===== config.mk =====
export PLATFORM = sky130hd
export DESIGN_NAME = phy_vendor_status_regs
export DESIGN_NICKNAME = d
export VERILOG_FILES = /design/src/verilog/phy_regs_pkg.sv /design/src/verilog/phy_mode_if.sv /design/src/verilog/phy_vendor_status_regs.sv /design/src/verilog/phy_mode_decode.sv /design/src/verilog/phy_bad_symbol_counter.sv
export SDC_FILE = /design/constraint.sdc
export NUM_CORES = 1
export LEC_CHECK = 0
export BUFFER_PORTS_ARGS = -buffer_cell sky130_fd_sc_hd__buf_2
export CAP_MARGIN = 20
export CORE_AREA = 2 2 87 89
export DETAILED_ROUTE_END_ITERATION = 8
export DIE_AREA = 0 0 89 91
export GPL_TIMING_DRIVEN = 0
export HOLD_SLACK_MARGIN = 0.08
export PLACE_DENSITY = 0.65
export REMOVE_ABC_BUFFERS = 1
export SYNTH_ARGS = -nofsm -noshare
export SYNTH_HDL_FRONTEND = slang
export SYNTH_SLANG_ARGS = --single-unit

===== constraint.sdc =====
create_clock -name sys_clk -period 4 [get_ports sys_clk]
set_clock_uncertainty 0.1 [all_clocks]
set_input_delay 0.2 -clock sys_clk [delete_from_list [all_inputs] [get_ports sys_clk]]
set_output_delay 0.2 -clock sys_clk [all_outputs]
set_load 0.02 [all_outputs]

===== src/verilog/phy_regs_pkg.sv =====
// Register indices, field positions, reset values and mode codes of the
// vendor status register bank.
// Assumes a management port that carries five-bit register indices.
package phy_regs_pkg;
	// ****************************************************************
	// Register indices
	// ****************************************************************
	localparam logic [4:0] IDX_SPECIAL_MODES = 5'h12;
	localparam logic [4:0] IDX_BAD_SYMBOL = 5'h1A;
	localparam logic [4:0] IDX_SPECIAL_IND = 5'h1B;
	localparam logic [4:0] IDX_FLAGS = 5'h1D;
	localparam logic [4:0] IDX_MASK = 5'h1E;
	localparam logic [4:0] IDX_SPECIAL_STATUS = 5'h1F;
	// ****************************************************************
	// Field positions and reset values
	// ****************************************************************
	localparam int MODE_LSB = 5;
	localparam int MODE_MSB = 7;
	localparam logic [2:0] MODE_RESET = 3'h7;
	localparam logic [4:0] PHY_ADDR_RESET = 5'h01;
	localparam int OVERRIDE_BIT = 15;
	localparam int AUTO_BIT = 14;
	localparam int STATE_BIT = 13;
	localparam int POLARITY_BIT = 4;
	localparam int FLAG_MSB = 7;
	localparam int FLAG_LSB = 1;
	localparam logic [6:0] MASK_RESET = 7'h00;
	localparam int AUTODONE_BIT = 12;
	localparam int KEEP_LSB = 5;
	localparam int KEEP_MSB = 11;
	localparam logic [6:0] KEEP_RESET = 7'h02;
	localparam int SPEED_LSB = 2;
	localparam int SPEED_MSB = 4;
	localparam logic [15:0] TALLY_RESET = 16'h0000;
	// ****************************************************************
	// Mode codes and their defaults
	// ****************************************************************
	localparam logic [2:0] MODE_10_HALF = 3'h0;
	localparam logic [2:0] MODE_10_FULL = 3'h1;
	localparam logic [2:0] MODE_100_HALF = 3'h2;
	localparam logic [2:0] MODE_100_FULL = 3'h3;
	localparam logic [2:0] MODE_ADV_100_HALF = 3'h4;
	localparam logic [2:0] MODE_REPEATER = 3'h5;
	localparam logic [2:0] MODE_ALL = 3'h7;
	// Control defaults in order speed, auto-negotiation, duplex.
	localparam logic [2:0] CTRL_10_HALF = 3'h0;
	localparam logic [2:0] CTRL_10_FULL = 3'h1;
	localparam logic [2:0] CTRL_100_HALF = 3'h4;
	localparam logic [2:0] CTRL_100_FULL = 3'h5;
	localparam logic [2:0] CTRL_ANEG = 3'h6;
	localparam logic [3:0] ADV_NONE = 4'h0;
	localparam logic [3:0] ADV_100_HALF = 4'h4;
	localparam logic [3:0] ADV_ALL = 4'hF;
endpackage : phy_regs_pkg


===== src/verilog/phy_mode_if.sv =====
// Carries the mode field and its decoded defaults between the register
// bank and the mode decoder.
// Assumes both ends sit in the sys_clk domain.
`timescale 1ns/10ps
`default_nettype none
interface phy_mode_if;
	logic [2:0] mode;
	logic [2:0] ctrl_default;
	logic [3:0] adv_default;
	logic aneg_enable;
	logic crs_on_tx;
	logic repeater;
	logic ten_base;
	modport decoder (input mode, output ctrl_default, output adv_default,
		output aneg_enable, output crs_on_tx, output repeater,
		output ten_base);
	modport user (output mode, input ctrl_default, input adv_default,
		input aneg_enable, input crs_on_tx, input repeater,
		input ten_base);
endinterface : phy_mode_if
`default_nettype wire


===== src/verilog/phy_vendor_status_regs.sv =====
// Vendor management registers of a 10/100 Ethernet PHY: mode, symbol
// error tally, crossover control, polarity, interrupt flags and status.
// Assumes a management frame decoder that gives one-cycle read and write
// strobes with a five-bit register index, all in the sys_clk domain.
//
// Functional notes
// - Modes 000 and 001 force 10BASE-T, no autonegotiation, half or full.
// - Modes 010 and 011 force 100BASE-TX; carrier on transmit only in half.
// - Mode 100 autonegotiates advertising 100 half only, carrier both ways.
// - Mode 101 is repeater, autonegotiating 100 half, carrier on receive.
// - Mode 111 is all capable, advertising all four abilities.
// - Tally counts invalid 100BASE-TX symbols, idle ones included.
// - Tally advances at most once per received packet.
// - Tally rolls over to zero after its top value.
// - Tally resets to zero, survives reads, frozen in 10BASE-T.
// - Override clear lets the strap choose automatic crossover.
// - With override, bit 14 picks automatic or manual crossover.
// - Manual crossover: bit 13 swaps transmit and receive pair directions.
// - Bit 4 shows 10BASE-T receive polarity, one means reversed.
// - Flag bits 7 to 1 latch their seven events; bit 0 reserved.
// - Mask bits 7 to 1 enable matching flags; reset to zero.
// - Bit 12 reads one only when autonegotiation has finished.
// - Bits 4:2 show the resolved speed and duplex code.
// - Mode field sits at bits 7:5, reset value 111.
`timescale 1ns/10ps
`default_nettype none
module phy_vendor_status_regs #(
	parameter int TALLY_WIDTH = 16
) (
	input wire logic sys_clk,
	input wire logic rst_n,
	input wire logic [4:0] mgmt_index,
	input wire logic mgmt_write,
	input wire logic mgmt_read,
	input wire logic [15:0] mgmt_wdata,
	output logic [15:0] mgmt_rdata,
	output logic mgmt_rvalid,
	input wire logic crossover_strap,
	input wire logic symbol_invalid,
	input wire logic in_packet,
	input wire logic rx_polarity_reversed,
	input wire logic [7:1] flag_events,
	input wire logic aneg_done,
	input wire logic [2:0] resolved_speed_duplex,
	output logic [2:0] ctrl_default,
	output logic [3:0] adv_default,
	output logic aneg_enable,
	output logic crs_on_tx,
	output logic repeater,
	output logic ten_base,
	output logic auto_crossover,
	output logic transmit_pair_oe,
	output logic receive_pair_oe,
	output logic irq
);
	logic [2:0] mode;
	logic [4:0] phy_addr;
	logic [15:13] xover;
	logic strap_q;
	logic [7:1] flags;
	logic [7:1] mask;
	logic [6:0] keep_bits;
	logic [15:0] tally;
	logic [15:0] next_rdata;
	logic [7:1] next_flags;
	logic [7:1] next_mask;
	logic rd_flags;
	logic wr_modes;
	logic wr_ind;
	logic wr_mask;
	logic wr_status;

	phy_mode_if mode_bus ();

	generate
		if (TALLY_WIDTH != 16) begin : g_bad_tally
			$error("phy_vendor_status_regs: tally register is 16 bits.");
		end
	endgenerate

	// ****************************************************************
	// Submodules
	// ****************************************************************
	assign mode_bus.mode = mode;

	phy_mode_decode u_decode (
		.cfg(mode_bus.decoder)
	);

	phy_bad_symbol_counter #(
		.WIDTH(TALLY_WIDTH)
	) u_tally (
		.sys_clk(sys_clk),
		.rst_n(rst_n),
		.symbol_invalid(symbol_invalid),
		.in_packet(in_packet),
		.ten_base(mode_bus.ten_base),
		.tally(tally)
	);

	// ****************************************************************
	// Write decode
	// ****************************************************************
	// Register strobes; an unmapped index is simply ignored.
	assign wr_modes = mgmt_write && mgmt_index == phy_regs_pkg::IDX_SPECIAL_MODES;
	assign wr_ind = mgmt_write && mgmt_index == phy_regs_pkg::IDX_SPECIAL_IND;
	assign wr_mask = mgmt_write && mgmt_index == phy_regs_pkg::IDX_MASK;
	assign wr_status = mgmt_write &&
		mgmt_index == phy_regs_pkg::IDX_SPECIAL_STATUS;
	assign rd_flags = mgmt_read && mgmt_index == phy_regs_pkg::IDX_FLAGS;

	// Mode and address field; the decoder follows the stored mode.
	always_ff @(posedge sys_clk) begin
		if (!rst_n) begin
			mode <= phy_regs_pkg::MODE_RESET;
			phy_addr <= phy_regs_pkg::PHY_ADDR_RESET;
		end else if (wr_modes) begin
			mode <= mgmt_wdata[phy_regs_pkg::MODE_MSB:phy_regs_pkg::MODE_LSB];
			phy_addr <= mgmt_wdata[4:0];
		end
	end

	// Crossover control bits; the forbidden all-ones pattern is the host's
	// to avoid, the logic just takes what is written.
	always_ff @(posedge sys_clk) begin
		if (!rst_n) begin
			xover <= 3'h0;
		end else if (wr_ind) begin
			xover <= mgmt_wdata[15:13];
		end
	end

	// The strap is caught while reset is held, not from the pin later on,
	// so a pin that moves in service cannot flip the crossover.
	always_ff @(posedge sys_clk) begin
		if (!rst_n) begin
			strap_q <= crossover_strap;
		end
	end

	// Mask bits, all masked after reset; the next value also feeds the
	// interrupt so a mask write takes effect in step with the register.
	assign next_mask = wr_mask ?
		mgmt_wdata[phy_regs_pkg::FLAG_MSB:phy_regs_pkg::FLAG_LSB] : mask;

	always_ff @(posedge sys_clk) begin
		if (!rst_n) begin
			mask <= phy_regs_pkg::MASK_RESET;
		end else begin
			mask <= next_mask;
		end
	end

	// Stored but meaningless bits of the special status register.
	always_ff @(posedge sys_clk) begin
		if (!rst_n) begin
			keep_bits <= phy_regs_pkg::KEEP_RESET;
		end else if (wr_status) begin
			keep_bits <= mgmt_wdata[phy_regs_pkg::KEEP_MSB:
				phy_regs_pkg::KEEP_LSB];
		end
	end

	// ****************************************************************
	// Interrupt flags
	// ****************************************************************
	// A live event beats the read clear, so nothing arriving during the
	// read is lost.
	assign next_flags = flag_events | (rd_flags ? 7'h00 : flags);

	always_ff @(posedge sys_clk) begin
		if (!rst_n) begin
			flags <= 7'h00;
		end else begin
			flags <= next_flags;
		end
	end

	// Registered interrupt output, built from the next flags and next mask
	// so it always agrees with what the two registers hold.
	always_ff @(posedge sys_clk) begin
		if (!rst_n) begin
			irq <= 1'b0;
		end else begin
			irq <= |(next_flags & next_mask);
		end
	end

	// ****************************************************************
	// Crossover and mode outputs
	// ****************************************************************
	// Override picks the source; swap only counts in manual crossover.
	always_ff @(posedge sys_clk) begin
		if (!rst_n) begin
			auto_crossover <= 1'b0;
			transmit_pair_oe <= 1'b1;
			receive_pair_oe <= 1'b0;
		end else if (xover[phy_regs_pkg::OVERRIDE_BIT]) begin
			auto_crossover <= xover[phy_regs_pkg::AUTO_BIT];
			transmit_pair_oe <= xover[phy_regs_pkg::AUTO_BIT] ||
				!xover[phy_regs_pkg::STATE_BIT];
			receive_pair_oe <= !xover[phy_regs_pkg::AUTO_BIT] &&
				xover[phy_regs_pkg::STATE_BIT];
		end else begin
			auto_crossover <= strap_q;
			transmit_pair_oe <= 1'b1;
			receive_pair_oe <= 1'b0;
		end
	end

	// Registered copies of the decoded mode defaults.
	always_ff @(posedge sys_clk) begin
		if (!rst_n) begin
			ctrl_default <= phy_regs_pkg::CTRL_ANEG;
			adv_default <= phy_regs_pkg::ADV_ALL;
			aneg_enable <= 1'b1;
			crs_on_tx <= 1'b1;
			repeater <= 1'b0;
			ten_base <= 1'b0;
		end else begin
			ctrl_default <= mode_bus.ctrl_default;
			adv_default <= mode_bus.adv_default;
			aneg_enable <= mode_bus.aneg_enable;
			crs_on_tx <= mode_bus.crs_on_tx;
			repeater <= mode_bus.repeater;
			ten_base <= mode_bus.ten_base;
		end
	end

	// ****************************************************************
	// Read path
	// ****************************************************************
	// Read data is formed here and registered; unmapped indices read zero.
	always_comb begin
		next_rdata = 16'h0000;
		case (mgmt_index)
			phy_regs_pkg::IDX_SPECIAL_MODES: begin
				next_rdata[phy_regs_pkg::MODE_MSB:phy_regs_pkg::MODE_LSB] = mode;
				next_rdata[4:0] = phy_addr;
			end
			phy_regs_pkg::IDX_BAD_SYMBOL: begin
				next_rdata = tally;
			end
			phy_regs_pkg::IDX_SPECIAL_IND: begin
				next_rdata[15:13] = xover;
				next_rdata[phy_regs_pkg::POLARITY_BIT] =
					rx_polarity_reversed;
			end
			phy_regs_pkg::IDX_FLAGS: begin
				next_rdata[phy_regs_pkg::FLAG_MSB:phy_regs_pkg::FLAG_LSB] =
					flags;
			end
			phy_regs_pkg::IDX_MASK: begin
				next_rdata[phy_regs_pkg::FLAG_MSB:phy_regs_pkg::FLAG_LSB] = mask;
			end
			phy_regs_pkg::IDX_SPECIAL_STATUS: begin
				next_rdata[phy_regs_pkg::AUTODONE_BIT] =
					aneg_done && mode_bus.aneg_enable;
				next_rdata[phy_regs_pkg::KEEP_MSB:phy_regs_pkg::KEEP_LSB] =
					keep_bits;
				next_rdata[phy_regs_pkg::SPEED_MSB:phy_regs_pkg::SPEED_LSB] =
					resolved_speed_duplex;
			end
			default: begin
				next_rdata = 16'h0000;
			end
		endcase
	end

	// Read answer lands one cycle after the strobe.
	always_ff @(posedge sys_clk) begin
		if (!rst_n) begin
			mgmt_rdata <= 16'h0000;
			mgmt_rvalid <= 1'b0;
		end else begin
			mgmt_rvalid <= mgmt_read;
			if (mgmt_read) begin
				mgmt_rdata <= next_rdata;
			end
		end
	end

	// ****************************************************************
	// Checks
	// ****************************************************************
	irq_follows_a: assert property (@(posedge sys_clk) disable iff (!rst_n)
		##1 irq == |(flags & mask))
		else $error("Interrupt does not follow enabled flags.");
	flag_latch_a: assert property (@(posedge sys_clk) disable iff (!rst_n)
		flag_events != 7'h00 |=>
		(flags & $past(flag_events)) == $past(flag_events))
		else $error("An event did not latch its flag.");
	flag_hold_a: assert property (@(posedge sys_clk) disable iff (!rst_n)
		flags[7] && !rd_flags |=> flags[7])
		else $error("Energy flag dropped without a read.");
	read_clear_a: assert property (@(posedge sys_clk) disable iff (!rst_n)
		rd_flags && flag_events == 7'h00 |=> flags == 7'h00)
		else $error("Flag read did not clear idle flags.");
	autodone_off_a: assert property (@(posedge sys_clk) disable iff (!rst_n)
		mgmt_read && mgmt_index == phy_regs_pkg::IDX_SPECIAL_STATUS &&
		!mode_bus.aneg_enable |=> !mgmt_rdata[12])
		else $error("Done bit set with autonegotiation off.");
	manual_swap_a: assert property (@(posedge sys_clk) disable iff (!rst_n)
		xover == 3'h5 ##1 xover == 3'h5 |-> receive_pair_oe &&
		!transmit_pair_oe)
		else $error("Manual swap not applied to pair directions.");
	strap_path_a: assert property (@(posedge sys_clk) disable iff (!rst_n)
		!xover[15] |=> auto_crossover == strap_q)
		else $error("Crossover ignores the strap.");
	mode_ten_a: assert property (@(posedge sys_clk) disable iff (!rst_n)
		mode == 3'h1 |=> ctrl_default == 3'h1 && !aneg_enable)
		else $error("Mode 001 defaults wrong.");
endmodule : phy_vendor_status_regs
`default_nettype wire


===== src/verilog/phy_mode_decode.sv =====
// Decodes the three-bit operating mode into control and advertisement
// defaults.
// Assumes the mode field is held stable by the register bank.
`timescale 1ns/10ps
`default_nettype none
module phy_mode_decode (
	phy_mode_if.decoder cfg
);
	// ****************************************************************
	// Decode
	// ****************************************************************
	// Returns {ctrl, adv, aneg, crs_tx, repeater, ten_base}.
	function automatic logic [10:0] decode_mode(input logic [2:0] m);
		logic [10:0] r;
		r = {phy_regs_pkg::CTRL_ANEG, phy_regs_pkg::ADV_ALL, 4'hA};
		case (m)
			phy_regs_pkg::MODE_10_HALF: r = {phy_regs_pkg::CTRL_10_HALF,
				phy_regs_pkg::ADV_NONE, 4'h5};
			phy_regs_pkg::MODE_10_FULL: r = {phy_regs_pkg::CTRL_10_FULL,
				phy_regs_pkg::ADV_NONE, 4'h1};
			phy_regs_pkg::MODE_100_HALF: r = {phy_regs_pkg::CTRL_100_HALF,
				phy_regs_pkg::ADV_NONE, 4'h4};
			phy_regs_pkg::MODE_100_FULL: r = {phy_regs_pkg::CTRL_100_FULL,
				phy_regs_pkg::ADV_NONE, 4'h0};
			phy_regs_pkg::MODE_ADV_100_HALF: r = {phy_regs_pkg::CTRL_ANEG,
				phy_regs_pkg::ADV_100_HALF, 4'hC};
			phy_regs_pkg::MODE_REPEATER: r = {phy_regs_pkg::CTRL_ANEG,
				phy_regs_pkg::ADV_100_HALF, 4'hA};
			default: r = {phy_regs_pkg::CTRL_ANEG,
				phy_regs_pkg::ADV_ALL, 4'hC};
		endcase
		return r;
	endfunction : decode_mode

	// The reserved code falls into the all-capable branch so it does no harm.
	assign {cfg.ctrl_default, cfg.adv_default, cfg.aneg_enable,
		cfg.crs_on_tx, cfg.repeater, cfg.ten_base} = decode_mode(cfg.mode);
endmodule : phy_mode_decode
`default_nettype wire


===== src/verilog/phy_bad_symbol_counter.sv =====
// Counts invalid received code symbols, once per packet at most.
// Assumes symbol and packet indications are synchronous to sys_clk.
`timescale 1ns/10ps
`default_nettype none
module phy_bad_symbol_counter #(
	parameter int WIDTH = 16
) (
	input wire logic sys_clk,
	input wire logic rst_n,
	input wire logic symbol_invalid,
	input wire logic in_packet,
	input wire logic ten_base,
	output logic [WIDTH-1:0] tally
);
	logic counted;
	logic hit;

	generate
		if (WIDTH < 2 || WIDTH > 32) begin : g_bad_width
			$error("phy_bad_symbol_counter: WIDTH must lie in 2..32.");
		end
	endgenerate

	// ****************************************************************
	// Counting
	// ****************************************************************
	// Idle errors count each time; a packet counts only its first error.
	assign hit = symbol_invalid && !ten_base &&
		!(in_packet && counted);

	// Remembers that this packet has already been counted.
	always_ff @(posedge sys_clk) begin
		if (!rst_n || !in_packet) begin
			counted <= 1'b0;
		end else if (hit) begin
			counted <= 1'b1;
		end
	end

	// Plain binary add, so the top value rolls over to zero.
	always_ff @(posedge sys_clk) begin
		if (!rst_n) begin
			tally <= '0;
		end else if (hit) begin
			tally <= tally + 1'b1;
		end
	end

	count_step_a: assert property (@(posedge sys_clk) disable iff (!rst_n)
		hit |=> tally == $past(tally) + 1'b1)
		else $error("Tally did not advance by one.");
	no_ten_base_a: assert property (@(posedge sys_clk) disable iff (!rst_n)
		ten_base |=> $stable(tally))
		else $error("Tally moved in 10BASE-T.");
	once_packet_a: assert property (@(posedge sys_clk) disable iff (!rst_n)
		(in_packet && hit) ##1 in_packet |=> $stable(tally))
		else $error("Tally moved twice in one packet.");
endmodule : phy_bad_symbol_counter
`default_nettype wire


==> impl_metrics.yaml <==
timing:
  finalCritPeriodShare: 0.529
  worst_pin_slew_ps: 968
  tns_ps: 0
  rsz0062_at_grt: "false"
  setup_viol: 0
  hold_viol_final: 0
  relSlewSlack: 0.349
  slew_viol_final: 0
  max_freq_mhz: 473
  fin_crit_ps: 2120
place:
  port_buffers: 70
  dpl-instance-area_um2: 3480
  gp_congestion: 0.821
  dp_hpwl_um: 5110
layout:
  nFillCells: 735
  layout_common_cells: "dfxtp_1 (77), buf_2 (70), nor2_1 (44), nand2_1 (33), nand3_1 (28)"
  layout.nets: 468
  antennaDiodeCount: 0
  area_growth_pct: 27.6
  final_common_cell: "dfxtp_1"
  fin_util: 0.548
  design_area_um2: 3910
  drive_above_1_share: 0.220
route:
  first_iter_violations: 143
  dr.pass1.iters: 5
  drtAntennaViolNets: 0
  drc: 0
  via_per_inst: 5.20
  post_drt_wl_per_cell_um: 13.9
  vias: 2761
  finalWirelength_um: 7360
synth:
  syn_area_um2: 3070
  yosys_warnings: 0
  yosysSeqAreaShare: 0.512
  synth_top_cell_area_share: 0.503
  synth_area_leader_cell: "dfxtp_1"
  synth_area_per_cell_um2: 9.02
  ys_types: 42
  synthFlopType: "dfxtp_1"
  syn_inst: 340
  ys_ff_latch: 78
  synth_edf_count: 1
  yosys-top-cells-area: "dfxtp_1 (50%), nor2_1 (5.4%), nand3_1 (4.6%)"
  async_flop_share: 0
critical_path:
  setup.worst_path.end_class: "register"
  path_max_fanout: 22
  cp.required_ps: 4130
  critPathKind: "primary input to register"
  arrival_ps: 2250
  start_kind: "primary input"
clock_network:
  cts_tree: "built"
  clk_pin_slew_worst_paths_ps: 80
  cts_made_buffers: 9
  cts_setup_buffers: 0
  cts_sinks: 78
  cts_root_buf: "clkbuf_8"
  clock_latency_ps: 340
  clk_path_buf_depth: 2
  h-tree-depth: 3
die:
  core-area_um2: 7140
  fp-row-count: 31
  die_w_um: 89
  die_area_um2: 8100
  initial_core_util: 0.430
  pin_count: 72
  die_h_um: 91
global_route:
  grt_pass1_vias: 2605
  overflow: 0
  antenna_found_initial: 0
  grt_pass1_wl_um: 12000
  grt_max_degree: 48
  grtUsageTotal: 0.190
power:
  ir_drop_mv: 0.165
  powerDensity_nw_per_um2: 385
  p_leak_nw: 1.48
  power.total_mw: 1.51
job:
  max-cap-violations: 0
min_path:
  hp-class: "primary input to register"
status:
  run_status: "complete, no violations"
[Yosys cell counts (2+ instances only)]
library cell / count
a211oi_1: 9
a21oi_1: 23
a222oi_1: 6
a22oi_1: 14
a31oi_1: 6
and2_1: 2
and3_1: 2
buf_4: 5
clkbuf_1: 15
dfxtp_1: 77
inv_1: 8
mux2i_1: 9
nand2_1: 33
nand3_1: 28
nor2_1: 44
nor3_1: 6
nor4_1: 4
nor4b_1: 2
o21ai_0: 9
o22ai_1: 3
or3_1: 2
xnor2_1: 13
[through the flow]
stage | setup WS, ps | std cells | hold WS (ps)
finish | 1880 | 531 | 93.2
global route | 1720 | 531 | 95.7
CTS | 1890 | 531 | 80.7
detailed placement | 1530 | 491 | 280
global placement | 1260 | 487 | 280
floorplan | 2050 | 318 | 162
[area by class of cell]
cell class / count / area (um2) / area share
sequential: 78 / 1570 / 0.402
multi-input combinational: 232 / 1360 / 0.348
timing repair buffer: 98 / 637 / 0.163
clock inverter: 6 / 62.6 / 0.0160
tap: 99 / 124 / 0.0317
inverter: 8 / 30.0 / 0.00768
clock buffer: 10 / 128 / 0.0326
[timing repair]
item / in CTS / in global routing
setup endpoints to repair: 0 / 0
hold buffers: 24 / 0
gates resized for setup: 0 / 0
endpoints found under the hold margin: 34 / 0
[critical path, cell delays in order]
cell and delay, ps:
buf_2 380, inv_1 100, nor3_2 650, mux2i_1 330
o22ai_1 150, o41a_1 430
[cells by family (layout without fill, tap and decap cells)]
kind of cell	Yosys count	after routing	share of synthesized area
AOI/OAI and AO/OA	76	76	0.164
xor gates and xnor gates	13	13	0.0371
adders and majority gates	1	1	0.00408
buffers and inverters	30	122	0.0457
DFF	78	78	0.512
muxes	9	9	0.0294
and+or+nand+nor	133	133	0.207
[power breakdown]
| group | switching (mW) | internal (mW) |
|---|---|---|
| registers | 0.0115 | 0.799 |
| logic | 0.0730 | 0.0581 |
| clock network | 0.280 | 0.286 |
[per-layer routing]
metal | routed length, um | global-route usage
met1 | 3320 | 0.245
met5 | 0 | 0
met2 | 3530 | 0.311
met4 | 136 | 0.0784
met3 | 363 | 0.0318
[registers in the layout (all words and copies together) (netlist names)]
signal	count
crs_on_tx	1
mgmt_rdata	16
mask	7
phy_addr	5
mgmt_rvalid	1
u_tally.counted	1
irq	1
ctrl_default	3
keep_bits	7
transmit_pair_oe	1
auto_crossover	1
ten_base	1
strap_q	1
mode	3
receive_pair_oe	1
u_tally.tally	16
adv_default	1
xover	3
repeater	1
flags	7
[final timing paths]
check                           start           endpoint  slack, ps  depth (start not counted)
max                        mgmt_write                irq       1880                          6
min          resolved_speed_duplex[0]      mgmt_rdata[2]         90                          3
max reg2reg                   mode[2]  u_tally.tally[13]       2120                          5
min reg2reg                   mode[0]          crs_on_tx        350                          1
No activity file was read; power rests on OpenSTA's default activity.
